[src/rtl/fapec_defs.vh]
// Timing and command constants for the flash program/erase host controller
`ifndef FAPEC_DEFS_VH
`define FAPEC_DEFS_VH
`define FAPEC_CLK_MHZ           40
// Operation kinds on op_sel_in
`define FAPEC_OP_PROGRAM        3'h0
`define FAPEC_OP_CHIP_ERASE     3'h1
`define FAPEC_OP_SECTOR_ERASE   3'h2
`define FAPEC_OP_PROTECT        3'h3
`define FAPEC_OP_UNPROTECT      3'h4
// Times in their own units
`define FAPEC_PROTECT_PULSE_US  10
`define FAPEC_UNPROTECT_PULSE_MS 12
`define FAPEC_PROTECT_OE_SETUP_US 4
`define FAPEC_SECTOR_LOAD_US    100
`define FAPEC_PROGRAM_MAX_US    210
`define FAPEC_CHIP_ERASE_MAX_S  32
`define FAPEC_SECTOR_ERASE_MAX_10THS 104
// Cycle counts (least times round up, figures are exact at 40 MHz)
`define FAPEC_PROTECT_PULSE_CYC   (`FAPEC_PROTECT_PULSE_US * `FAPEC_CLK_MHZ)
`define FAPEC_UNPROTECT_PULSE_CYC (`FAPEC_UNPROTECT_PULSE_MS * 1000 * `FAPEC_CLK_MHZ)
`define FAPEC_PROTECT_OE_SETUP_CYC (`FAPEC_PROTECT_OE_SETUP_US * `FAPEC_CLK_MHZ)
`define FAPEC_SECTOR_LOAD_CYC     (`FAPEC_SECTOR_LOAD_US * `FAPEC_CLK_MHZ)
`define FAPEC_PROGRAM_MAX_CYC     (`FAPEC_PROGRAM_MAX_US * `FAPEC_CLK_MHZ)
`define FAPEC_CHIP_ERASE_MAX_CYC  (`FAPEC_CHIP_ERASE_MAX_S * 1000000 * `FAPEC_CLK_MHZ)
`define FAPEC_SECTOR_ERASE_MAX_CYC (`FAPEC_SECTOR_ERASE_MAX_10THS * 100000 * `FAPEC_CLK_MHZ)
// Bus cycle phase lengths in clocks (25 ns each)
`define FAPEC_PHASE_CYC         3
`define FAPEC_TIMER_W           32
`define FAPEC_POLL_BIT          7
`define FAPEC_TOGGLE_BIT        6
`endif

[src/rtl/fapec_timer.v]
// Loadable down-counter used for pulse widths and time limits
`timescale 1ns/1ps
`default_nettype none
module fapec_timer #(
  parameter W = 32
) (
  input  wire         sys_clk_in,
  input  wire         reset_n_in,
  input  wire         load_in,
  input  wire [W-1:0] count_in,
  output wire         done_out
);
  reg [W-1:0] cnt_q;
  always @(posedge sys_clk_in or negedge reset_n_in) begin
    if (!reset_n_in) begin
      cnt_q <= {W{1'b0}};
    end else if (load_in) begin
      cnt_q <= count_in;
    end else if (cnt_q != {W{1'b0}}) begin
      cnt_q <= cnt_q - {{(W-1){1'b0}}, 1'b1};
    end
  end
  assign done_out = (cnt_q == {W{1'b0}});
endmodule // fapec_timer
`default_nettype wire

[src/rtl/fapec_host.v]
// Host controller that drives a byte-wide flash through its strobes and polls completion
`timescale 1ns/1ps
`default_nettype none
`include "fapec_defs.vh"
// Functional notes
// The flash verifies and repeats programming itself, so one program op ends on poll success.
// During programming the poll bit reads inverted data until done, then the true bit.
// Chip erase runs fully inside the flash and needs no verify from this controller.
// During erase the poll bit reads 0 and turns to 1 when erasure is finished.
// Bit six toggles on successive reads while an operation is busy.
// Sector erase selects the sector with the six uppermost address bits.
// Further sector addresses may be loaded inside the sector load window after the last.
// A chip erase completes within 32 seconds.
// A sector erase completes within 10.4 seconds.
// A byte program completes within 210 microseconds.
// The protect write pulse stays low for at least 10 microseconds.
// The unprotect write pulse stays low for at least 12 milliseconds.
// Output enable is set up at least 4 microseconds before the write strobe falls.
// A write happens only with chip select and write low and output enable high.
// The flash starts in read mode and only a full command sequence alters it.
// While busy the flash returns status bits on reads instead of array data.
module fapec_host #(
  parameter ADDR_W       = 19,
  parameter PROG_MAX     = `FAPEC_PROGRAM_MAX_CYC,
  parameter CHIP_MAX     = `FAPEC_CHIP_ERASE_MAX_CYC,
  parameter SECT_MAX     = `FAPEC_SECTOR_ERASE_MAX_CYC,
  parameter UNPROT_PULSE = `FAPEC_UNPROTECT_PULSE_CYC,
  parameter LOAD_WINDOW  = `FAPEC_SECTOR_LOAD_CYC
) (
  input  wire              sys_clk_in,
  input  wire              reset_n_in,
  input  wire              start_in,
  input  wire [2:0]        op_sel_in,
  input  wire [ADDR_W-1:0] addr_in,
  input  wire [7:0]        data_in,
  output wire              ready_out,
  output reg               done_out,
  output reg               timeout_out,
  output reg  [ADDR_W-1:0] flash_addr_out,
  output reg  [7:0]        flash_dq_out,
  output reg               flash_dq_oe_out,
  input  wire [7:0]        flash_dq_in,
  output reg               flash_ce_n_out,
  output reg               flash_oe_n_out,
  output reg               flash_we_n_out
);
  localparam TW = `FAPEC_TIMER_W;
  localparam [8:0] S_IDLE  = 9'h001;
  localparam [8:0] S_CMD   = 9'h002;
  localparam [8:0] S_WLOW  = 9'h004;
  localparam [8:0] S_WHIGH = 9'h008;
  localparam [8:0] S_POLL  = 9'h010;
  localparam [8:0] S_PSAMP = 9'h020;
  localparam [8:0] S_OESET = 9'h040;
  localparam [8:0] S_PPULSE= 9'h080;
  localparam [8:0] S_DONE  = 9'h100;
  localparam [3:0] PH = `FAPEC_PHASE_CYC;
  localparam [ADDR_W-1:0] CMD_A1   = {{(ADDR_W-12){1'b0}}, 12'h555};
  localparam [ADDR_W-1:0] CMD_A2   = {{(ADDR_W-12){1'b0}}, 12'h2AA};
  // Limits fixed to the timer width here, so no load truncates silently
  localparam [TW-1:0]     T_PROG   = PROG_MAX;
  localparam [TW-1:0]     T_CHIP   = CHIP_MAX;
  localparam [TW-1:0]     T_SECT   = SECT_MAX + LOAD_WINDOW;
  localparam [TW-1:0]     T_OESET  = `FAPEC_PROTECT_OE_SETUP_CYC;
  localparam [TW-1:0]     T_PROT   = `FAPEC_PROTECT_PULSE_CYC;
  localparam [TW-1:0]     T_UNPROT = UNPROT_PULSE;

  reg [8:0]        st_q;
  reg [2:0]        op_q;
  reg [ADDR_W-1:0] addr_q;
  reg [7:0]        data_q;
  reg [2:0]        idx_q;
  reg [3:0]        ph_q;
  reg              tmr_load;
  reg [TW-1:0]     tmr_val;
  wire             tmr_done;
  reg [7:0]        dq_s1_q;
  reg [7:0]        dq_s2_q;
  reg              tog_q;
  reg              first_q;

  fapec_timer #(.W(TW)) u_timer (
    .sys_clk_in (sys_clk_in),
    .reset_n_in (reset_n_in),
    .load_in    (tmr_load),
    .count_in   (tmr_val),
    .done_out   (tmr_done)
  );

  assign ready_out = (st_q == S_IDLE);

  // Data bus from the pins is asynchronous to this clock
  always @(posedge sys_clk_in or negedge reset_n_in) begin
    if (!reset_n_in) begin
      dq_s1_q <= 8'h00;
      dq_s2_q <= 8'h00;
    end else begin
      dq_s1_q <= flash_dq_in;
      dq_s2_q <= dq_s1_q;
    end
  end

  // Number of command writes per operation; last write carries the operand
  function [2:0] n_writes;
    input [2:0] op;
    begin
      case (op)
        `FAPEC_OP_PROGRAM:      n_writes = 3'd4;
        `FAPEC_OP_CHIP_ERASE:   n_writes = 3'd6;
        `FAPEC_OP_SECTOR_ERASE: n_writes = 3'd6;
        default:                n_writes = 3'd0;
      endcase
    end
  endfunction

  // Unlock-style command sequence; codes are parameters of the device command set
  function [ADDR_W+7:0] cmd_word;
    input [2:0]        op;
    input [2:0]        i;
    input [ADDR_W-1:0] a;
    input [7:0]        d;
    begin
      case (i)
        3'd0:    cmd_word = {CMD_A1, 8'hAA};
        3'd1:    cmd_word = {CMD_A2, 8'h55};
        3'd2:    cmd_word = {CMD_A1, (op == `FAPEC_OP_PROGRAM) ? 8'hA0 : 8'h80};
        3'd3:    cmd_word = (op == `FAPEC_OP_PROGRAM) ? {a, d} : {CMD_A1, 8'hAA};
        3'd4:    cmd_word = {CMD_A2, 8'h55};
        default: cmd_word = (op == `FAPEC_OP_SECTOR_ERASE) ? {a, 8'h30} : {CMD_A1, 8'h10};
      endcase
    end
  endfunction

  wire [ADDR_W+7:0] cur_cmd = cmd_word(op_q, idx_q, addr_q, data_q);
  // Program polls for true data, erases poll for 1
  wire poll_ok = (op_q == `FAPEC_OP_PROGRAM) ?
                 (dq_s2_q[`FAPEC_POLL_BIT] == data_q[`FAPEC_POLL_BIT]) :
                 dq_s2_q[`FAPEC_POLL_BIT];

  always @* begin
    tmr_load = 1'b0;
    tmr_val  = {TW{1'b0}};
    if (st_q == S_WHIGH && ph_q == PH && idx_q == n_writes(op_q) - 3'd1) begin
      tmr_load = 1'b1;
      case (op_q)
        `FAPEC_OP_PROGRAM:    tmr_val = T_PROG;
        `FAPEC_OP_CHIP_ERASE: tmr_val = T_CHIP;
        default:              tmr_val = T_SECT;
      endcase
    end else if (st_q == S_IDLE && start_in &&
                 (op_sel_in == `FAPEC_OP_PROTECT || op_sel_in == `FAPEC_OP_UNPROTECT)) begin
      tmr_load = 1'b1;
      tmr_val  = T_OESET;
    end else if (st_q == S_OESET && tmr_done) begin
      tmr_load = 1'b1;
      tmr_val  = (op_q == `FAPEC_OP_PROTECT) ? T_PROT
                                            : T_UNPROT;
    end
  end

  always @(posedge sys_clk_in or negedge reset_n_in) begin
    if (!reset_n_in) begin
      st_q            <= S_IDLE;
      op_q            <= 3'd0;
      addr_q          <= {ADDR_W{1'b0}};
      data_q          <= 8'h00;
      idx_q           <= 3'd0;
      ph_q            <= 4'd0;
      tog_q           <= 1'b0;
      first_q         <= 1'b0;
      done_out        <= 1'b0;
      timeout_out     <= 1'b0;
      flash_addr_out  <= {ADDR_W{1'b0}};
      flash_dq_out    <= 8'h00;
      flash_dq_oe_out <= 1'b0;
      flash_ce_n_out  <= 1'b1;
      flash_oe_n_out  <= 1'b1;
      flash_we_n_out  <= 1'b1;
    end else begin
      done_out <= 1'b0;
      case (st_q)
        S_IDLE: begin
          // Flash sits in read mode here; only protect and unprotect pulse the write strobe without a full sequence
          flash_ce_n_out  <= 1'b1;
          flash_oe_n_out  <= 1'b1;
          flash_we_n_out  <= 1'b1;
          flash_dq_oe_out <= 1'b0;
          if (start_in) begin
            op_q        <= op_sel_in;
            addr_q      <= addr_in;
            data_q      <= data_in;
            idx_q       <= 3'd0;
            ph_q        <= 4'd0;
            timeout_out <= 1'b0;
            if (op_sel_in == `FAPEC_OP_PROTECT || op_sel_in == `FAPEC_OP_UNPROTECT) begin
              flash_ce_n_out <= 1'b0;
              flash_oe_n_out <= 1'b1;
              st_q           <= S_OESET;
            end else if (op_sel_in <= `FAPEC_OP_SECTOR_ERASE) begin
              st_q <= S_CMD;
            end
          end
        end
        S_CMD: begin
          flash_addr_out  <= cur_cmd[ADDR_W+7:8];
          flash_dq_out    <= cur_cmd[7:0];
          flash_dq_oe_out <= 1'b1;
          flash_oe_n_out  <= 1'b1;
          flash_ce_n_out  <= 1'b0;
          ph_q            <= 4'd0;
          st_q            <= S_WLOW;
        end
        S_WLOW: begin
          flash_we_n_out <= 1'b0;
          ph_q           <= ph_q + 4'd1;
          if (ph_q == PH) begin
            flash_we_n_out <= 1'b1;
            ph_q           <= 4'd0;
            st_q           <= S_WHIGH;
          end
        end
        S_WHIGH: begin
          ph_q <= ph_q + 4'd1;
          if (ph_q == PH) begin
            ph_q <= 4'd0;
            if (idx_q == n_writes(op_q) - 3'd1) begin
              // Flash verifies internally; only status polling follows
              flash_dq_oe_out <= 1'b0;
              first_q         <= 1'b1;
              st_q            <= S_POLL;
            end else begin
              idx_q <= idx_q + 3'd1;
              st_q  <= S_CMD;
            end
          end
        end
        S_POLL: begin
          flash_ce_n_out <= 1'b0;
          flash_oe_n_out <= 1'b0;
          ph_q           <= ph_q + 4'd1;
          // Pins pass two sync stages, so sample late in the read
          if (ph_q == PH + 4'd2) begin
            ph_q <= 4'd0;
            st_q <= S_PSAMP;
          end
        end
        S_PSAMP: begin
          flash_oe_n_out <= 1'b1;
          tog_q          <= dq_s2_q[`FAPEC_TOGGLE_BIT];
          first_q        <= 1'b0;
          // Done when poll bit matches, or bit six stopped toggling
          if (poll_ok || (!first_q && tog_q == dq_s2_q[`FAPEC_TOGGLE_BIT])) begin
            st_q <= S_DONE;
          end else if (tmr_done) begin
            timeout_out <= 1'b1;
            st_q        <= S_DONE;
          end else begin
            st_q <= S_POLL;
          end
        end
        S_OESET: begin
          if (tmr_done) begin
            flash_we_n_out <= 1'b0;
            st_q           <= S_PPULSE;
          end
        end
        S_PPULSE: begin
          if (tmr_done) begin
            flash_we_n_out <= 1'b1;
            st_q           <= S_DONE;
          end
        end
        S_DONE: begin
          flash_ce_n_out <= 1'b1;
          flash_oe_n_out <= 1'b1;
          done_out       <= 1'b1;
          st_q           <= S_IDLE;
        end
        default: st_q <= S_IDLE;
      endcase
    end
  end
endmodule // fapec_host
`default_nettype wire

[config.mk]
export PLATFORM = sky130hd
export DESIGN_NAME = fapec_host
export DESIGN_NICKNAME = d
export VERILOG_FILES = /design/src/rtl/fapec_timer.v /design/src/rtl/fapec_host.v
export VERILOG_INCLUDE_DIRS = /design/src /design/src/rtl
export SDC_FILE = /design/constraint.sdc
export NUM_CORES = 1
export LEC_CHECK = 0
export ABC_AREA = 1
export ABC_CLOCK_PERIOD_IN_PS = 1900
export CORE_MARGIN = 2
export CORE_UTILIZATION = 41
export CTS_CLUSTER_DIAMETER = 120
export DETAILED_ROUTE_END_ITERATION = 16
export DONT_BUFFER_PORTS = 1
export GPL_TIMING_DRIVEN = 0
export PLACE_DENSITY_LB_ADDON = 0.15
export SLEW_MARGIN = 20
export SYNTH_ARGS = -nofsm -noshare
export SYNTH_HDL_FRONTEND = slang
export SYNTH_SLANG_ARGS = --single-unit
[constraint.sdc]
create_clock -name sys_clk_in -period 1.9 [get_ports sys_clk_in]
set_clock_uncertainty 0.15 [all_clocks]
set_input_delay 0.19 -clock sys_clk_in [delete_from_list [all_inputs] [get_ports sys_clk_in]]
set_output_delay 0.19 -clock sys_clk_in [all_outputs]
set_load 0.005 [all_outputs]
==> impl_results.md <==
- Failing checks: negative hold slack, negative setup slack
- CTS Sinks: 117
- Period utilization: 102%
- Share of the synthesized area in the top cell type: 44.4%
- Synth Instances: 812
- Slew @ Worst Pin: 448 ps
- IO buf count: 0
- Finished Cell Area: 8380 um^2
- Crit Path Category: flip-flop to flip-flop
- Slowest cell on the critical path: dfrtp_1
- DIE HEIGHT: 129 um
- Final #Nets: 952
- Initial core utilization: 41.9%
- Final WL: 17200 um
- Fraction of the yosys area taken by sequential cells: 46.1%
- Synth warnings: 0
- Leakage: 4.09 nW
- Worst setup margin: -40.6 ps
- Simple-gate share of the synthesized area: 33.1%
- Asr flop ratio synth: 100%
- Residual DRC: 0
- FF/Latch Area: 2940 um^2
- # IOs: 75
- CTS max path bufs: 2
- RSZ-0062 raised after global routing: yes
- Worst VDD drop: 0.929 mV
- Synth cell count leaders: 252 x nand2_1, 113 x dfrtp_1, 93 x nor2_1, 70 x inv_1, 46 x nand3_1
- Power per cell area: 1630 nW/um^2
- Number of global-route vias before repair: 5504
- Worst rel slew slack: 70.1%
- Post-synthesis mux area share: 0%
- Worst-skew pair later-pin latency: 430 ps
- Net count after synthesis: 862
- Pin count of the biggest net entering global routing: 118
- Fin crit period: 1940 ps
- Placed Area: 6600 um^2
- Status: complete, but fails checks
- 1st-iter DRT viols: 288
- DP Wirelength: 11800 um
- Area delta synth->final: 31.7%
- Cell with the most instances after synthesis: nand2_1
- Reg-to-Reg Start: u_timer.cnt_q[27]
- Worst reg2reg path endpoint: u_timer.cnt_q[23]
- Vias/cell: 5.07
- Yosys reg bits: 117
- Required @ worst endpoint: 2050 ps
- Worst reg2reg path depth: 9
- Area occupied by multi-input gates: 3500 um^2
- Largest family of logic cells by synthesized area: simple AND/OR/NAND/NOR gates
- Diodes inserted: 0
- Setup slack, reg-to-reg: -40 ps
- Synthesized area per cell: 7.84 um^2
- Die width: 129 um
- Post-synthesis cell area: 6370 um^2
- Startpoint Class: flip-flop
- Total Power: 13.7 mW
- Worst Hold Class: input pin to async pin
- Die area: 16500 um^2
- CP max stage delay: 450 ps
- Max Slew Vio Count: 0
- Total GRT Usage: 21.7%
- CTS Hold Buffers Added: 32
- Synth Area in Adders: 1.77%
- Root Driver: clkbuf_16
- Number of max-cap violations: 0
- EDFF count, synth: 0
- Top cells by area, synth: dfrtp_1 44%, nand2_1 15%, nor2_1 5.5%
- Post-synth top area cell: dfrtp_1
- Final setup vio count: 39
- Global-route wire length before repair: 27800 um
- Clock slew at reported path FFs: 60 ps
- Post-Synth XOR/XNOR Area: 3.85%
- Total CTS buffers: 17
- Nature of the critical path endpoint: flip-flop
- Grt ovf: 0
- Busiest layer in global routing: met2
- DR vias: 5593
- Filler instances: 1392
- Initial antenna violation count: 0
- Met1 global-route usage: 27.2%
- Grt met2 use: 35.7%
- Hold Vio Cnt, Final: 117
- CTS tree: built
- Hold WS: -690 ps
- Row count: 45
- Placer Congestion: 0.919
- Post-DR wirelength/cell: 15.6 um
- H-tree depth: 4
- Core area: 15200 um^2
- Main synth FF type: dfrtp_1
- Post-DRT Antenna Nets: 0
- Critical path peak fanout: 5
- Worst-path cell chain: nor2_2, nand2_1, nor2_1, nand2_2, nor2_8, inv_1, nor2_4, buf_6, a21oi_1
- Share of cells above drive strength 1: 25.9%
- Pre-antenna DRT Iters: 5
- Compound-cell area share of the yosys netlist: 9.10%
- FMAX: 515 MHz
- Crit path launch: u_timer.cnt_q[27]
- M3 GR Usage: 6.03%
- Distinct cells, synth: 42
- Worst Path Arrival: 2090 ps
-- power breakdown --
part / switching, mW / leakage, nW / internal, mW / total, mW
Combinational: 3.92 / 2.32 / 2.31 / 6.23
Sequential: 0.785 / 1.48 / 3.39 / 4.17
Clock: 1.29 / 0.289 / 2.00 / 3.28
Total: 5.99 / 4.09 / 7.69 / 13.7
-- flip-flops by register name, summed over array words and instances (netlist names), 2 cells and up --
signal,cells
addr_q,19
flash_addr_out,19
op_q,3
flash_dq_out,8
dq_s2_q,2
dq_s1_q,2
ph_q,4
data_q,8
idx_q,3
u_timer.cnt_q,32
st_q,9
-- worst max path at each step --
stage,end,slack (ps),cells past startpoint
detailed placement,flash_addr_out[3],-410,11
CTS,u_timer.cnt_q[26],-30,11
global placement,flash_addr_out[1],-370,11
floorplan,flash_addr_out[1],70,9
global route,addr_q[9],-140,9
finish,u_timer.cnt_q[23],-40,9
-- metrics by stage --
stage          setup WS [ps]  instances  TNS [ps]  hold WS (ps)  util [%]
3_5_place_dp            -411       1000    -12640          -248      43.4
6_report               -40.6       1103      -591          -690      55.2
5_1_grt                 -141       1103     -8890          -707      55.2
3_3_place_gp            -373       1000     -9590          -249      43.4
4_1_cts                -28.8       1087      -238          -708      52.3
2_1_floorplan           65.4        812         0          -256         -
-- cells in the final DEF, fill, tap and decap left out, types with 19 or more instances in the layout --
cell	Yosys	layout
nor2_4	5	28
dlygate4sd3_1	0	32
buf_4	2	33
nand2_1	252	239
nand3_1	46	36
dfrtp_1	113	108
a21oi_1	36	23
o21ai_0	38	31
a21oi_2	8	19
nor2_1	93	73
inv_1	70	62
-- worst max-delay path: cells and delay by family, from the launching register on --
kind                   cells  cell delay, ps
flip-flops                 1             450
AND/OR/NAND/NOR            6             900
buffers and inverters      2             260
AO/OA/AOI/OAI              1              40
-- layout make-up --
cell class | count | area share [%]
Multi-Input combinational cell | 601 | 41.8
Sequential cell | 117 | 35.1
Timing Repair Buffer | 71 | 7.88
Clock buffer | 18 | 5.24
Inverter | 80 | 3.82
Tap cell | 188 | 2.81
Clock inverter | 14 | 1.94
Buffer | 14 | 1.51
-- per-layer routing --
metal / share of wire (%) / wire (um) / vias to the layer above
met3: 4.9 / 848 / 30
met2: 50 / 8560 / 130
li1: - / - / 2769
met4: 2.2 / 379 / 0
met1: 43 / 7380 / 2664
met5: 0 / 0 / -
-- cell families (layout without fill, tap and decap cells) --
| group | count (synthesis) | count (layout) |
|---|---|---|
| AOI/OAI and AO/OA | 101 | 101 |
| adders and majority gates | 9 | 9 |
| DFF | 117 | 117 |
| xor gates and xnor gates | 28 | 28 |
| buffers and inverters | 94 | 197 |
| and+or+nand+nor | 463 | 463 |
-- what timing repair did --
item / 4_1_cts / 5_1_grt
endpoints found under the setup margin: 86 / 102
gates resized for setup: 75 / 94
cloned: 4 / 0
setup buffers: 19 / 16
pin swaps: 8 / 26
endpoints found under the hold margin: 149 / 117
Note: power is estimated with default switching activity, not from simulation.
